[config.mk]
export PLATFORM = sky130hd
export DESIGN_NAME = adtrim_bank
export DESIGN_NICKNAME = d
export VERILOG_FILES = /design/src/verilog/adtrim_pkg.sv /design/src/verilog/adtrim_bank.sv
export SDC_FILE = /design/constraint.sdc
export NUM_CORES = 1
export LEC_CHECK = 0
export ABC_AREA = 1
export ABC_CLOCK_PERIOD_IN_PS = 2100
export BUFFER_PORTS_ARGS = -buffer_cell sky130_fd_sc_hd__buf_2
export CORE_MARGIN = 3
export CORE_UTILIZATION = 34
export DETAILED_ROUTE_END_ITERATION = 6
export SYNTH_ARGS = -nofsm -noshare
export SYNTH_HDL_FRONTEND = slang
export SYNTH_SLANG_ARGS = --single-unit
[constraint.sdc]
create_clock -name CLK_SYS -period 2.1 [get_ports CLK_SYS]
set_clock_uncertainty 0.1 [all_clocks]
set_input_delay 0.42 -clock CLK_SYS [delete_from_list [all_inputs] [get_ports CLK_SYS]]
set_output_delay 0.42 -clock CLK_SYS [all_outputs]
set_load 0.02 [all_outputs]
[src/verilog/adtrim_pkg.sv]
/*
  Package for the analog die trim register bank.
  Holds the register map, field positions and reset values.
  Assumes every user writes package::name without an import.
*/
package adtrim_pkg;

  // Printed offsets are not multiples of four, so they are kept as indices
  localparam logic [7:0]  REG_IDX_SLOPE_WDOG  = 8'hf0;
  localparam logic [7:0]  REG_IDX_BANDGAP     = 8'hf1;
  localparam logic [7:0]  REG_IDX_SLEEP_REF   = 8'hf2;
  localparam logic [7:0]  REG_IDX_ADC_OFFSET  = 8'hf3;

  // Base of the window in the global map; only indices are decoded locally
  localparam logic [15:0] BASE_BLOCKING     = 16'h0200;
  localparam logic [15:0] BASE_NONBLOCKING  = 16'h0300;
  localparam int          ADDR_W            = 12;

  localparam logic [7:0]  RESET_SLOPE_WDOG  = 8'h00;
  localparam logic [7:0]  RESET_BANDGAP     = 8'h00;
  localparam logic [7:0]  RESET_SLEEP_REF   = 8'h00;
  localparam logic [7:0]  RESET_ADC_OFFSET  = 8'h00;

  // Field positions of the first register
  localparam int BIT_LINK_EN   = 7;
  localparam int BIT_LINK_ADJ  = 6;
  localparam int BIT_WDOG_EN   = 5;
  localparam int BIT_SPARE_A4  = 4;
  localparam int BIT_SPARE_A3  = 3;
  // Field positions of the second register
  localparam int BIT_BG_EN     = 7;
  localparam int BIT_BG_UP     = 5;
  localparam int BIT_BG_DOWN   = 4;
  localparam int BIT_IREF_EN   = 3;
  // Field positions of the third register
  localparam int BIT_SLP_EN    = 4;
  localparam int BIT_SLP_LOCK  = 3;
  localparam logic [7:0] SLEEP_WRITE_MASK = 8'h1f;
  // Field positions of the fourth register
  localparam int BIT_ADC_EN    = 7;
  localparam int BIT_ADC_LO    = 4;

  localparam logic [1:0] RESP_OKAY   = 2'h0;
  localparam logic [1:0] RESP_SLVERR = 2'h2;

  // Neutral code: the current reference trim 000/111 means no change
  localparam logic [2:0] CODE_NEUTRAL      = 3'h0;
  // Default code of the sleep reference trim (-12.2 %)
  localparam logic [2:0] SLEEP_CODE_DFLT   = 3'h0;

  typedef struct packed {
    logic       link_slope_adjust;
    logic       wdog_trim_active;
    logic [2:0] wdog_clock_trim_code;
    logic       bandgap_slope_up;
    logic       bandgap_slope_down;
    logic [2:0] current_ref_trim_code;
    logic [2:0] sleep_ref_trim_code;
    logic       sleep_ref_locked;
    logic [2:0] adc_offset_trim_code;
  } adtrim_apply_type;

endpackage

[src/verilog/adtrim_bank.sv]
/*
  Analog die trim register bank with an AXI4-Lite slave port.
  Assumes one clock, an AXI4-Lite master with one write and one read at a
  time, and analog consumers that read the effective trim outputs.
*/
//
// Contract
// - Trim values survive low power mode; reset restores every default.
// - Offsets decode relative to base 0x0200 blocking or 0x300 non-blocking.
// - Link slope adjust applies only while the link trim enable is set.
// - Watchdog clock trim code has no effect while its enable is clear.
// - Watchdog code 000-011 gives 0..+15%, 100-111 gives -20..-5%.
// - Bandgap slope bits take effect only while the bandgap enable is set.
// - Slope up increases, slope down decreases the bandgap slope.
// - Current reference trim code applies only while its enable is set.
// - Current reference codes 000 and 111 are neutral; others scale it.
// - Sleep enable clear gives the default code and no lock output; a stored lock bit still blocks writes.
// - One write of code, enable and lock applies and locks the sleep trim.
// - Once locked, further changes to the sleep trim fields are ignored.
// - Sleep codes 000 and 111 give the -12.2% default; others step it.
// - Fourth register offset trim applies only while its enable is set.
`timescale 1ns/100ps

module adtrim_bank (
  input  wire logic                        CLK_SYS,
  input  wire logic                        RESET_N,
  input  wire logic                        CLK_EN,
  input  wire logic                        LOW_POWER,
  input  wire logic [adtrim_pkg::ADDR_W-1:0] S_AXI_AWADDR,
  input  wire logic                        S_AXI_AWVALID,
  output logic                             S_AXI_AWREADY,
  input  wire logic [31:0]                 S_AXI_WDATA,
  input  wire logic [3:0]                  S_AXI_WSTRB,
  input  wire logic                        S_AXI_WVALID,
  output logic                             S_AXI_WREADY,
  output logic [1:0]                       S_AXI_BRESP,
  output logic                             S_AXI_BVALID,
  input  wire logic                        S_AXI_BREADY,
  input  wire logic [adtrim_pkg::ADDR_W-1:0] S_AXI_ARADDR,
  input  wire logic                        S_AXI_ARVALID,
  output logic                             S_AXI_ARREADY,
  output logic [31:0]                      S_AXI_RDATA,
  output logic [1:0]                       S_AXI_RRESP,
  output logic                             S_AXI_RVALID,
  input  wire logic                        S_AXI_RREADY,
  output adtrim_pkg::adtrim_apply_type     TRIM_APPLY,
  output logic                             LINK_SLOPE_ADJUSTED,
  output logic signed [7:0]                WDOG_TRIM_PERCENT,
  output logic                             SLEEP_REF_LOCKED
);

  // Register file
  logic [7:0] slope_wdog_trim;
  logic [7:0] bandgap_iref_trim;
  logic [7:0] sleep_ref_trim;
  logic [7:0] adc_offset_trim;
  logic [7:0] next_slope_wdog_trim;
  logic [7:0] next_bandgap_iref_trim;
  logic [7:0] next_sleep_ref_trim;
  logic [7:0] next_adc_offset_trim;

  // Bus slave state
  logic [adtrim_pkg::ADDR_W-1:0] aw_addr;
  logic                          aw_held;
  logic [31:0]                   w_data;
  logic [3:0]                    w_strb;
  logic                          w_held;
  logic [1:0]                    b_resp;
  logic                          b_pend;
  logic [31:0]                   r_data;
  logic [1:0]                    r_resp;
  logic                          r_pend;
  logic [adtrim_pkg::ADDR_W-1:0] next_aw_addr;
  logic                          next_aw_held;
  logic [31:0]                   next_w_data;
  logic [3:0]                    next_w_strb;
  logic                          next_w_held;
  logic [1:0]                    next_b_resp;
  logic                          next_b_pend;
  logic [31:0]                   next_r_data;
  logic [1:0]                    next_r_resp;
  logic                          next_r_pend;

  // Effective trims
  adtrim_pkg::adtrim_apply_type next_apply;
  logic signed [7:0]            next_wdog_pct;

  logic       do_write;
  logic       do_read;
  logic [9:0] wr_idx;
  logic [9:0] rd_idx;
  logic       wr_hit;
  logic       rd_hit;
  logic [7:0] wr_byte;
  logic       wr_lane;
  logic [7:0] rd_byte;

  function automatic logic [9:0] word_index(input logic [adtrim_pkg::ADDR_W-1:0] a);
    word_index = a[adtrim_pkg::ADDR_W-1:2];
  endfunction

  function automatic logic idx_mapped(input logic [9:0] idx);
    idx_mapped = (idx == {2'h0, adtrim_pkg::REG_IDX_SLOPE_WDOG}) ||
                 (idx == {2'h0, adtrim_pkg::REG_IDX_BANDGAP}) ||
                 (idx == {2'h0, adtrim_pkg::REG_IDX_SLEEP_REF}) ||
                 (idx == {2'h0, adtrim_pkg::REG_IDX_ADC_OFFSET});
  endfunction

  // Handshakes: hold each channel until the response is gone
  // No ready while frozen, or a handshake would be lost
  assign S_AXI_AWREADY = !aw_held && !b_pend && CLK_EN;
  assign S_AXI_WREADY  = !w_held && !b_pend && CLK_EN;
  assign S_AXI_ARREADY = !r_pend && CLK_EN;
  assign S_AXI_BVALID  = b_pend;
  assign S_AXI_BRESP   = b_resp;
  assign S_AXI_RVALID  = r_pend;
  assign S_AXI_RDATA   = r_data;
  assign S_AXI_RRESP   = r_resp;

  always_comb begin
    next_aw_addr = aw_addr;
    next_aw_held = aw_held;
    next_w_data  = w_data;
    next_w_strb  = w_strb;
    next_w_held  = w_held;
    if (S_AXI_AWVALID && S_AXI_AWREADY) begin
      next_aw_addr = S_AXI_AWADDR;
      next_aw_held = 1'b1;
    end
    if (S_AXI_WVALID && S_AXI_WREADY) begin
      next_w_data = S_AXI_WDATA;
      next_w_strb = S_AXI_WSTRB;
      next_w_held = 1'b1;
    end
    do_write = aw_held && w_held;
    if (do_write) begin
      next_aw_held = 1'b0;
      next_w_held  = 1'b0;
    end
    // Byte address is four times the printed offset index
    wr_idx  = word_index(aw_addr);
    wr_hit  = idx_mapped(wr_idx);
    wr_byte = w_data[7:0];
    wr_lane = w_strb[0];
    next_b_pend = b_pend;
    next_b_resp = b_resp;
    if (do_write) begin
      next_b_pend = 1'b1;
      next_b_resp = wr_hit ? adtrim_pkg::RESP_OKAY : adtrim_pkg::RESP_SLVERR;
    end else if (b_pend && S_AXI_BREADY) begin
      next_b_pend = 1'b0;
    end
  end

  // Low power entry does not touch the registers; only reset does
  always_comb begin
    next_slope_wdog_trim   = slope_wdog_trim;
    next_bandgap_iref_trim = bandgap_iref_trim;
    next_sleep_ref_trim    = sleep_ref_trim;
    next_adc_offset_trim   = adc_offset_trim;
    if (do_write && wr_lane) begin
      if (wr_idx == {2'h0, adtrim_pkg::REG_IDX_SLOPE_WDOG}) begin
        next_slope_wdog_trim = wr_byte;
      end
      if (wr_idx == {2'h0, adtrim_pkg::REG_IDX_BANDGAP}) begin
        next_bandgap_iref_trim = wr_byte;
      end
      if (wr_idx == {2'h0, adtrim_pkg::REG_IDX_SLEEP_REF} &&
          !sleep_ref_trim[adtrim_pkg::BIT_SLP_LOCK]) begin
        // Upper bits are not stored at all
        next_sleep_ref_trim = wr_byte & adtrim_pkg::SLEEP_WRITE_MASK;
      end
      if (wr_idx == {2'h0, adtrim_pkg::REG_IDX_ADC_OFFSET}) begin
        next_adc_offset_trim = wr_byte;
      end
    end
  end

  // Read path
  always_comb begin
    do_read = S_AXI_ARVALID && S_AXI_ARREADY;
    rd_idx  = word_index(S_AXI_ARADDR);
    rd_hit  = idx_mapped(rd_idx);
    rd_byte = 8'h00;
    if (rd_idx == {2'h0, adtrim_pkg::REG_IDX_SLOPE_WDOG}) begin
      rd_byte = slope_wdog_trim;
    end else if (rd_idx == {2'h0, adtrim_pkg::REG_IDX_BANDGAP}) begin
      rd_byte = bandgap_iref_trim;
    end else if (rd_idx == {2'h0, adtrim_pkg::REG_IDX_SLEEP_REF}) begin
      rd_byte = sleep_ref_trim & adtrim_pkg::SLEEP_WRITE_MASK;
    end else if (rd_idx == {2'h0, adtrim_pkg::REG_IDX_ADC_OFFSET}) begin
      rd_byte = adc_offset_trim;
    end
    next_r_pend = r_pend;
    next_r_data = r_data;
    next_r_resp = r_resp;
    if (do_read) begin
      next_r_pend = 1'b1;
      next_r_data = {24'h000000, rd_byte};
      next_r_resp = rd_hit ? adtrim_pkg::RESP_OKAY : adtrim_pkg::RESP_SLVERR;
    end else if (r_pend && S_AXI_RREADY) begin
      next_r_pend = 1'b0;
    end
  end

  // Effective trims seen by the analog side
  always_comb begin
    next_apply = '0;
    next_apply.link_slope_adjust = slope_wdog_trim[adtrim_pkg::BIT_LINK_EN] &
                                   slope_wdog_trim[adtrim_pkg::BIT_LINK_ADJ];
    next_apply.wdog_trim_active = slope_wdog_trim[adtrim_pkg::BIT_WDOG_EN];
    next_apply.wdog_clock_trim_code = slope_wdog_trim[adtrim_pkg::BIT_WDOG_EN] ?
                                      slope_wdog_trim[2:0] : adtrim_pkg::CODE_NEUTRAL;
    if (bandgap_iref_trim[adtrim_pkg::BIT_BG_EN]) begin
      next_apply.bandgap_slope_up   = bandgap_iref_trim[adtrim_pkg::BIT_BG_UP];
      next_apply.bandgap_slope_down = bandgap_iref_trim[adtrim_pkg::BIT_BG_DOWN];
    end
    // 111 is neutral like 000, so it is passed through unchanged
    next_apply.current_ref_trim_code = bandgap_iref_trim[adtrim_pkg::BIT_IREF_EN] ?
        bandgap_iref_trim[2:0] : adtrim_pkg::CODE_NEUTRAL;
    if (sleep_ref_trim[adtrim_pkg::BIT_SLP_EN]) begin
      next_apply.sleep_ref_trim_code = sleep_ref_trim[2:0];
      next_apply.sleep_ref_locked    = sleep_ref_trim[adtrim_pkg::BIT_SLP_LOCK];
    end else begin
      next_apply.sleep_ref_trim_code = adtrim_pkg::SLEEP_CODE_DFLT;
    end
    next_apply.adc_offset_trim_code = adc_offset_trim[adtrim_pkg::BIT_ADC_EN] ?
        adc_offset_trim[adtrim_pkg::BIT_ADC_LO +: 3] : adtrim_pkg::CODE_NEUTRAL;
    // Percent offset of the 100 kHz watchdog base clock, 5 % steps
    case (next_apply.wdog_clock_trim_code)
      3'h0:    next_wdog_pct = 8'sd0;
      3'h1:    next_wdog_pct = 8'sd5;
      3'h2:    next_wdog_pct = 8'sd10;
      3'h3:    next_wdog_pct = 8'sd15;
      3'h4:    next_wdog_pct = -8'sd20;
      3'h5:    next_wdog_pct = -8'sd15;
      3'h6:    next_wdog_pct = -8'sd10;
      3'h7:    next_wdog_pct = -8'sd5;
      default: next_wdog_pct = 8'sd0;
    endcase
  end

  always_ff @(posedge CLK_SYS or negedge RESET_N) begin
    if (!RESET_N) begin
      slope_wdog_trim     <= adtrim_pkg::RESET_SLOPE_WDOG;
      bandgap_iref_trim   <= adtrim_pkg::RESET_BANDGAP;
      sleep_ref_trim      <= adtrim_pkg::RESET_SLEEP_REF;
      adc_offset_trim     <= adtrim_pkg::RESET_ADC_OFFSET;
      aw_addr             <= '0;
      aw_held             <= 1'b0;
      w_data              <= 32'h00000000;
      w_strb              <= 4'h0;
      w_held              <= 1'b0;
      b_resp              <= adtrim_pkg::RESP_OKAY;
      b_pend              <= 1'b0;
      r_data              <= 32'h00000000;
      r_resp              <= adtrim_pkg::RESP_OKAY;
      r_pend              <= 1'b0;
      TRIM_APPLY          <= '0;
      LINK_SLOPE_ADJUSTED <= 1'b0;
      WDOG_TRIM_PERCENT   <= 8'sd0;
      SLEEP_REF_LOCKED    <= 1'b0;
    end else if (CLK_EN) begin
      slope_wdog_trim     <= next_slope_wdog_trim;
      bandgap_iref_trim   <= next_bandgap_iref_trim;
      sleep_ref_trim      <= next_sleep_ref_trim;
      adc_offset_trim     <= next_adc_offset_trim;
      aw_addr             <= next_aw_addr;
      aw_held             <= next_aw_held;
      w_data              <= next_w_data;
      w_strb              <= next_w_strb;
      w_held              <= next_w_held;
      b_resp              <= next_b_resp;
      b_pend              <= next_b_pend;
      r_data              <= next_r_data;
      r_resp              <= next_r_resp;
      r_pend              <= next_r_pend;
      TRIM_APPLY          <= next_apply;
      LINK_SLOPE_ADJUSTED <= next_apply.link_slope_adjust;
      WDOG_TRIM_PERCENT   <= next_wdog_pct;
      SLEEP_REF_LOCKED    <= next_apply.sleep_ref_locked;
    end
  end

endmodule

======== Word level (Yosys, flattened, before mapping) ========
Memories as Yosys holds them, arrays and structs flattened. A register that Yosys moved wholly into a read port is not among the register bits.
Cells that the tools add are included.
cells by class
  equal/unequal tests ..................... 8
  muxes and demuxes ....................... 20
  bitwise logic cells ..................... 1
  reductions and logical operators ........ 41
operator list
  kind                   number
  $eq A10 B8 Y1 const B  8
  $mux W8                4
  $reduce_and A2 Y1      8
  $logic_and A1 B1 Y1    13
  $mux W3                4
  $reduce_and A3 Y1      4
  $mux W1                9
  $reduce_bool A2 Y1     4
  $logic_not A1 Y1       6
  $logic_or A1 B1 Y1     6
  $mux W2                3
  $and A1 B1 Y1          1
word-level totals
  register bits ........................... 83
  ROM bits ................................ 64
  input bits .............................. 69
  output and inout bits ................... 68
  word-level logic and storage cells ...... 94
  memories kept ........................... 1
memories
  memory           depth  width  rd ports  clocked after Yosys merged registers in  wr ports  line                text
  (no name shown)  8      8      1         1                                        0         adtrim_bank.sv:230  case (next_apply.wdog_clock_trim_code)

======== Longest topological paths before layout ========
Gate-level depths: netlist of run 1.
  word-level depth ........................ 6
  gate-level depth with buffers ........... 8
  depth with buffers taken out ............ 7

======== Worst setup path after synthesis of run 1 ========
Ideal clock, no wire load.
  path kind ............................... input -> register
  start ................................... in CLK_EN
  end ..................................... reg aw_addr[7] (netlist name)
  arrival ................................. 1,587 ps
  required time ........................... 1,873 ps
  setup slack ............................. 286 ps
  stages .................................. 6
  cell sequence ........................... buf_4 inv_2 nor3_2 nand2_2 buf_6 mux2_1
between the ends
  word-level cells in the longest chain between the ends .. 3
RTL lines
  what                                line                text
  start, declared                     adtrim_bank.sv:27   input wire logic CLK_EN,
  $logic_and A1 B1 Y1                 adtrim_bank.sv:111  assign S_AXI_AWREADY = !aw_held && !b_pend && CLK_EN;
  via S_AXI_AWREADY                   adtrim_bank.sv:31   output logic S_AXI_AWREADY,
  $logic_and A1 B1 Y1                 adtrim_bank.sv:126  if (S_AXI_AWVALID && S_AXI_AWREADY) begin
  $reduce_and A2 Y1 (no source line)  n/a
  end signal, assigned                adtrim_bank.sv:268  aw_addr <= next_aw_addr;
  end, declared                       adtrim_bank.sv:63   logic [adtrim_pkg::ADDR_W-1:0] aw_addr;
The timed path passes the listed nets, and every way through them passes these cells.
A chain may end at the register's enable or synchronous reset.

======== Worst setup path after layout of run 1 ========
  start ................................... reg aw_held
  end ..................................... out S_AXI_AWREADY
between the ends
  word-level cells in the longest chain between the ends .. 3
RTL lines
  what                              line                text
  start, declared                   adtrim_bank.sv:64   logic aw_held;
  start signal, assigned            adtrim_bank.sv:269  aw_held <= next_aw_held;
  $logic_not A1 Y1                  adtrim_bank.sv:111
  $logic_and A1 B1 Y1 (2 in a row)  adtrim_bank.sv:111
  end, declared                     adtrim_bank.sv:31
Every way passes these cells.

==> impl_metrics.py, run 1 <==
metrics = {
    "outcome": {
        "status": "complete, no violations",
    },
    "logic_synthesis": {
        "ys_top_cells_by_area": "sky130_fd_sc_hd__dfrtp_1 54%, sky130_fd_sc_hd__nand2_1 12%, sky130_fd_sc_hd__buf_4 6.7%, sky130_fd_sc_hd__nand4_1 6.2%, sky130_fd_sc_hd__nand3_1 2.2%",
        "cell_taking_the_most_area_after_synthesis": "sky130_fd_sc_hd__dfrtp_1",
        "yosysWarningCount": 0,
        "yosys.area_share.adder_pct": 0.3275,
        "netlist_area_um2": 3820,
        "synth-compound-area-share_pct": 6.813,
        "yosys.area.top_type_share_pct": 53.72,
        "post_synth_and_or_nand_nor_area_fraction_pct": 25.88,
        "synthMuxAreaShare_pct": 2.064,
        "syn_avg_cell_area_um2": 9.182,
        "yosys.area_share.xor_xnor_pct": 0,
        "ys_seq_area_share_pct": 53.72,
        "ys_types": 33,
        "ys_seq_elements": 82,
        "synthesized_instance_count": 416,
        "combinational_family_with_the_most_area_after_synthesis": "simple AND/OR/NAND/NOR gates",
    },
    "die": {
        "die_height_um": 112.0,
        "core_region_area_um2": 10890,
        "floorplan.die.width_um": 112.0,
        "placement_rows": 38,
        "fp.dieArea_um2": 12540,
        "initial_cell_density_of_the_core_pct": 35.08,
        "number_of_top_level_design_ports": 137,
    },
    "critical_path": {
        "worstSetupStartpointType": "flip-flop",
        "timing.critical_path.slowest_stage_cell": "sky130_fd_sc_hd__dfrtp_1",
        "reg2regPathDepth": 6,
        "critical_path.max_fanout": 3,
        "worst_ep_arrival_time_ns": 1.30,
        "timing.critical_path.from": "aw_held",
        "regToRegEndpoint": "bandgap_iref_trim[4]",
        "timing.rr.start": "aw_addr[10]",
        "path_cells": "nor3_2, buf_2",
        "critical-path-top-delay-family": "flip-flops",
        "worst-path-buf-inv": 1,
        "timing.critical_path.slowest_cell_delay_ns": 0.44,
        "reg2reg_slack_ns": 0.39,
        "critical_path_required_ns": 1.58,
        "timing.setup.critical_path_class": "reg -> out",
        "kind_of_capture_point_of_the_worst_setup_path": "output pin",
    },
    "finish": {
        "num-fill-cells": 1124,
        "layout.area.seq_um2": 2052,
        "antenna_cells_inserted": 0,
        "area_of_the_multi_input_gates_um2": 1438,
        "design.final.nets": 564,
        "layout-area-overhead-vs-synth_pct": 16.67,
        "final_cell_mix": "119 x sky130_fd_sc_hd__nand2_1, 82 x sky130_fd_sc_hd__dfrtp_1, 77 x sky130_fd_sc_hd__buf_2",
        "layout.cells.most_common": "sky130_fd_sc_hd__nand2_1",
        "final_layout_size_suffix_gt1_share_pct": 26.65,
    },
    "sta": {
        "final_max_slew_viol_count": 0,
        "max_freq_ghz": 0.5508,
        "unrepaired_setup_endpoints_after_global_routing": "false",
        "final_hold_viol_count": 0,
        "final.setup.tns_ns": 0,
        "setup_viol": 0,
        "min_period_ns": 1.816,
        "post-route-period-util_pct": 86.46,
    },
    "routing": {
        "detail_route.vias_per_cell": 4.624,
        "drt-pass1-iter-count": 4,
        "detail_route.wl_per_cell_um": 13.40,
        "vias": 2955,
        "initialDrtViolationCount": 147,
        "drt_wl_total_um": 8564,
        "detail_route.drc_violations": 0,
        "antenna_left": 0,
    },
    "clock_network": {
        "cts_sinks": 82,
        "clk_pin_slew_worst_paths_ns": 0.09,
        "cts-hold-fix-buffers": 1,
        "cts_repair_resize_count": 0,
        "cts_max_path_buffers": 2,
        "postCtsSetupBuffers": 0,
        "root_buffer_selected_by_cts": "sky130_fd_sc_hd__clkbuf_8",
        "numCtsBuffers": 9,
        "insertion_delay_ns": 0.36,
        "clock_tree_from_tritoncts": "built",
        "cts_max_level": 3,
    },
    "worst_hold_path": {
        "min_delay_path_depth": 2,
        "worst_hold_path_type": "in -> reg",
        "worst_min_delay_path_startpoint": "S_AXI_AWADDR[7]",
        "capture_endpoint_of_the_worst_hold_path": "aw_addr[7]",
    },
    "power_and_ir_drop": {
        "ir_drop_uv": 428.0,
        "leakagePower_nw": 2.355,
        "total_power_w": 0.003744,
        "power_density_nw_per_um2": 840.0,
    },
    "global_route": {
        "globalRouteTotalUtil_pct": 14.40,
        "antenna_found_initial": 0,
        "grt.overflow.total": 0,
        "pin_count_of_the_biggest_net_entering_global_routing": 40,
        "first_pass_grt_wire_length_um": 14730,
        "first_global_vias": 2888,
    },
    "placement": {
        "port_buffers": 78,
        "hpwlAfterDp_um": 6336,
        "gp_congestion": 0.7867,
    },
    "job": {
        "max-cap-violations": 0,
    },
}
## cell type report
cell class,instances,share of cell area [%]
repair buffers,91,11.34
clock inverters,5,1.011
multi-input cells,286,32.26
well taps,140,3.930
inverters,24,2.021
clock buffers,11,3.397
flip-flops and latches,82,46.04
## logic make-up after synthesis
group / count (synthesis)
AND/OR/NAND/NOR: 208
flip-flops: 82
buffers and inverters: 73
AO/OA/AOI/OAI: 44
multiplexers: 7
adder cells (fa/ha/maj): 1
other: 1
## cell usage after synthesis
| cell type | instances |
|---|---|
| sky130_fd_sc_hd__nand2_1 | 119 |
| sky130_fd_sc_hd__dfrtp_1 | 82 |
| sky130_fd_sc_hd__nand4_1 | 38 |
| sky130_fd_sc_hd__buf_4 | 34 |
| sky130_fd_sc_hd__nor2_1 | 21 |
| sky130_fd_sc_hd__inv_1 | 20 |
| sky130_fd_sc_hd__nand3_1 | 17 |
| sky130_fd_sc_hd__o21ai_1 | 16 |
| sky130_fd_sc_hd__a21oi_1 | 13 |
| sky130_fd_sc_hd__o21ai_2 | 8 |
| sky130_fd_sc_hd__buf_2 | 6 |
| sky130_fd_sc_hd__clkbuf_1 | 6 |
| sky130_fd_sc_hd__mux2_2 | 4 |
| sky130_fd_sc_hd__nand2_2 | 4 |
| sky130_fd_sc_hd__inv_2 | 3 |
| sky130_fd_sc_hd__mux2_1 | 3 |
| sky130_fd_sc_hd__o21ai_0 | 3 |
| sky130_fd_sc_hd__buf_6 | 2 |
| sky130_fd_sc_hd__nor3_2 | 2 |
| sky130_fd_sc_hd__o211ai_1 | 2 |
| sky130_fd_sc_hd__a31oi_1 | 1 |
| sky130_fd_sc_hd__buf_1 | 1 |
| sky130_fd_sc_hd__clkinv_1 | 1 |
| sky130_fd_sc_hd__conb_1 | 1 |
| sky130_fd_sc_hd__ha_1 | 1 |
| sky130_fd_sc_hd__nand3_4 | 1 |
| sky130_fd_sc_hd__nor3_4 | 1 |
| sky130_fd_sc_hd__nor3b_2 | 1 |
| sky130_fd_sc_hd__nor4_1 | 1 |
| sky130_fd_sc_hd__nor4_2 | 1 |
| sky130_fd_sc_hd__nor4_4 | 1 |
| sky130_fd_sc_hd__o221ai_1 | 1 |
| sky130_fd_sc_hd__or2_4 | 1 |
## worst register-to-register path, cell delays in order, from the launching register on
cell,delay (ns)
sky130_fd_sc_hd__dfrtp_1,0.37
sky130_fd_sc_hd__inv_1,0.07
sky130_fd_sc_hd__nand2_1,0.14
sky130_fd_sc_hd__nor4_2,0.38
sky130_fd_sc_hd__nand2_2,0.31
sky130_fd_sc_hd__nand2_1,0.15
sky130_fd_sc_hd__o21ai_1,0.07
## routing by layer
layer / track usage (%) / wire [um] / vias up
met5: 0 / 0 / -
met4: 4.407 / 78 / 0
met3: 4.402 / 672 / 8
met2: 21.70 / 3771 / 100
met1: 20.07 / 4041 / 1362
li1: - / - / 1485
## through the flow
| stage | std cells | cell area, um2 | hold slack (ns) | setup slack, ns | utilization, % |
|---|---|---|---|---|---|
| 2_1_floorplan | 441 | 3914 | 0.02441 | 0.2855 | - |
| 4_1_cts | 639 | 4457 | 0.1539 | 0.2501 | 40.93 |
| 6_report | 639 | 4457 | 0.1672 | 0.2844 | 40.93 |
| 5_1_grt | 639 | 4457 | 0.1586 | 0.1920 | 40.93 |
| 3_5_place_dp | 622 | 4250 | 0.2527 | 0.3087 | 39.04 |
| 3_3_place_gp | 622 | 4250 | 0.2493 | 0.3832 | 39.04 |
## worst max path at each step
| stage | to | depth (start not counted) | slack [ns] |
|---|---|---|---|
| global route | S_AXI_AWREADY | 2 | 0.19 |
| global placement | slope_wdog_trim[7] | 6 | 0.38 |
| CTS | S_AXI_AWREADY | 2 | 0.25 |
| detailed placement | bandgap_iref_trim[7] | 6 | 0.31 |
| floorplan | aw_addr[7] | 6 | 0.29 |
| finish | S_AXI_AWREADY | 2 | 0.28 |
## power breakdown
group          internal [W]  switching (W)  total, W
clock              0.000511       0.000602   0.00111
combinational      0.000236       0.000468  0.000704
sequential          0.00179       0.000133   0.00193
## flip-flops by register name, indices dropped and copies added (netlist names), 5 cells and up
signal and cells:
slope_wdog_trim 8, S_AXI_RDATA 8, sleep_ref_trim 5, bandgap_iref_trim 8, w_data 8, WDOG_TRIM_PERCENT 6
aw_addr 10, adc_offset_trim 8, TRIM_APPLY 12
(Power assumes the default switching activity.)
==> run 2: changes to the inputs <==
Settings changed: CELL_PAD_IN_SITES_DETAIL_PLACEMENT from default to 0, CELL_PAD_IN_SITES_GLOBAL_PLACEMENT from default to 1, PLACE_DENSITY_LB_ADDON from default to 0.1.
==> run 2 against run 1 <==
Effect of this change: non-clock buffer count shrank 1; power shrank 1.2%; final cell count shrank 0.16%; combinational power grew 0.7%; clock power shrank 4%; core utilization shrank 0.10 points; final area shrank 0.25%; hold slack gained 0.00056 ns; setup slack lost 0.0099 ns.
==> impl_metrics.py, run 2 (same netlist as run 1, synthesis figures left out) <==
metrics = {
    "worst_hold_path": {
        "worst_hold_path_type": "in -> reg",
        "capture_endpoint_of_the_worst_hold_path": "aw_addr[7]",
        "worst_min_delay_path_startpoint": "S_AXI_AWADDR[7]",
        "min_delay_path_depth": 2,
    },
    "critical_path": {
        "critical_path.max_fanout": 4,
        "worstSetupStartpointType": "flip-flop",
        "kind_of_capture_point_of_the_worst_setup_path": "output pin",
        "reg2regPathDepth": 6,
        "timing.setup.critical_path_class": "reg -> out",
        "critical_path_required_ns": 1.58,
        "worst_ep_arrival_time_ns": 1.31,
        "reg2reg_slack_ns": 0.35,
        "timing.critical_path.from": "S_AXI_BVALID",
        "regToRegEndpoint": "adc_offset_trim[7]",
        "timing.rr.start": "aw_addr[11]",
    },
    "finish": {
        "antenna_cells_inserted": 0,
        "fin_cells": 638,
        "final_layout_size_suffix_gt1_share_pct": 26.51,
        "layout_top_registers": "TRIM_APPLY x12, aw_addr x10",
        "layout-area-overhead-vs-synth_pct": 16.38,
        "layout.cells.most_common": "sky130_fd_sc_hd__nand2_1",
        "final_cell_mix": "119 x sky130_fd_sc_hd__nand2_1, 82 x sky130_fd_sc_hd__dfrtp_1, 77 x sky130_fd_sc_hd__buf_2",
        "largest_register_ffs": 12,
        "design.final.nets": 563,
        "final_cell_area_um2": 4446,
        "top_register": "TRIM_APPLY",
    },
    "sta": {
        "final.setup.tns_ns": 0,
        "setup_viol": 0,
        "final_hold_viol_count": 0,
        "unrepaired_setup_endpoints_after_global_routing": "false",
        "final_max_slew_viol_count": 0,
        "fin_worst_hold_slack_ns": 0.1678,
        "min_period_ns": 1.825,
        "max_freq_ghz": 0.5478,
        "post-route-period-util_pct": 86.93,
    },
    "placement": {
        "place_inst": 621,
        "place_area_um2": 4255,
        "port_buffers": 78,
        "gp_congestion": 0.7648,
        "hpwlAfterDp_um": 6560,
    },
    "global_route": {
        "grt.overflow.total": 0,
        "antenna_found_initial": 0,
        "first_global_vias": 2822,
        "first_pass_grt_wire_length_um": 15060,
        "pin_count_of_the_biggest_net_entering_global_routing": 39,
        "globalRouteTotalUtil_pct": 14.98,
    },
    "clock_network": {
        "clock_tree_from_tritoncts": "built",
        "numCtsBuffers": 9,
        "clk_pin_slew_worst_paths_ns": 0.09,
        "root_buffer_selected_by_cts": "sky130_fd_sc_hd__clkbuf_8",
        "insertion_delay_ns": 0.36,
        "cts_sinks": 82,
        "cts_max_path_buffers": 2,
        "postCtsSetupBuffers": 0,
        "cts_max_level": 3,
    },
    "power_and_ir_drop": {
        "leakagePower_nw": 2.342,
        "cellInternalPower_w": 0.002491,
        "net-switching-power_w": 0.001206,
        "power_density_nw_per_um2": 831.7,
        "sequential_fraction_of_design_power_pct": 52.0,
        "power_switching_share_pct": 32.61,
        "clock_power_share_pct": 28.8,
        "share_comb_of_total_power_pct": 19.2,
        "ir_drop_uv": 405.0,
    },
    "routing": {
        "drt_wl_total_um": 8937,
        "detail_route.vias_per_cell": 4.625,
        "antenna_left": 0,
        "detail_route.drc_violations": 0,
        "initialDrtViolationCount": 173,
        "vias": 2951,
        "detail_route.wl_per_cell_um": 14.01,
        "drt-pass1-iter-count": 5,
    },
    "die": {
        "core_region_area_um2": 10890,
        "placement_rows": 38,
        "initial_cell_density_of_the_core_pct": 35.08,
        "floorplan.die.width_um": 112.0,
        "die_height_um": 112.0,
        "fp.dieArea_um2": 12540,
        "number_of_top_level_design_ports": 137,
    },
    "job": {
        "max-cap-violations": 0,
    },
    "outcome": {
        "status": "complete, no violations",
    },
}
[run 2: cell types whose count changed in the layout (fill, tap and decap cells not counted), sizes merged]
| cell | delta |
|---|---|
| buf | -1 |
| clkbuf | -1 |
| clkinv | +2 |
| clkinvlp | +1 |
| inv | -2 |
[run 2: how the worst max path moves through the flow]
stage,depth (start not counted),end
2_1_floorplan,6,aw_addr[7]
3_3_place_gp,6,adc_offset_trim[7]
3_5_place_dp,6,adc_offset_trim[7]
4_1_cts,2,S_AXI_WREADY
5_1_grt,6,adc_offset_trim[3]
6_report,2,S_AXI_WREADY
[run 2: repair_timing]
item,CTS,global route
hold buffers,1,0
resized for setup,0,0
hold endpoints to repair,28,0
[run 2: metrics by stage]
step / setup slack, ns / total power [W] / utilization [%]
floorplan: 0.2855 / 0.002481 / -
global route: 0.1218 / 0.003938 / 40.83
global placement: 0.2665 / 0.002662 / 39.08
detailed placement: 0.2439 / 0.002682 / 39.08
finish: 0.2745 / 0.003697 / 40.83
CTS: 0.2263 / 0.003744 / 40.83
[run 2: power groups by stage]
| stage | logic (W) | registers (W) | clock network (W) |
|---|---|---|---|
| final | 0.000709 | 0.00192 | 0.00107 |
| after global routing | 0.000809 | 0.00196 | 0.00117 |
| after CTS | 0.000726 | 0.00193 | 0.00109 |
| after detailed placement | 0.000724 | 0.00196 | 0 |
| after global placement | 0.000710 | 0.00195 | 0 |
| after floorplan | 0.000524 | 0.00196 | 0 |
[run 2: critical path: stages, from the launching register on]
cell and delay [ns]:
sky130_fd_sc_hd__dfrtp_1 0.44, sky130_fd_sc_hd__nor3_2 0.29, sky130_fd_sc_hd__buf_2 0.22
[run 2: cell type report]
type                            count  area, um2
Inverter                           24      90.09
Clock inverter                      6      42.54
Clock buffer                       10      137.6
Fill cell                        1143       6442
Multi-Input combinational cell    286       1438
Tap cell                          140      175.2
Sequential cell                    82       2052
Timing Repair Buffer               90      510.5
[run 2: routing by layer]
metal  up-vias  GRT usage [%]  wire length [um]  share of wire [%]
met5         -              0                 0                  0
met4         0          4.567               122                1.4
met3        11          3.478               536                6.0
met2        87          21.50              3860                 43
met1      1369          22.49              4417                 49
li1       1484              -                 -                  -
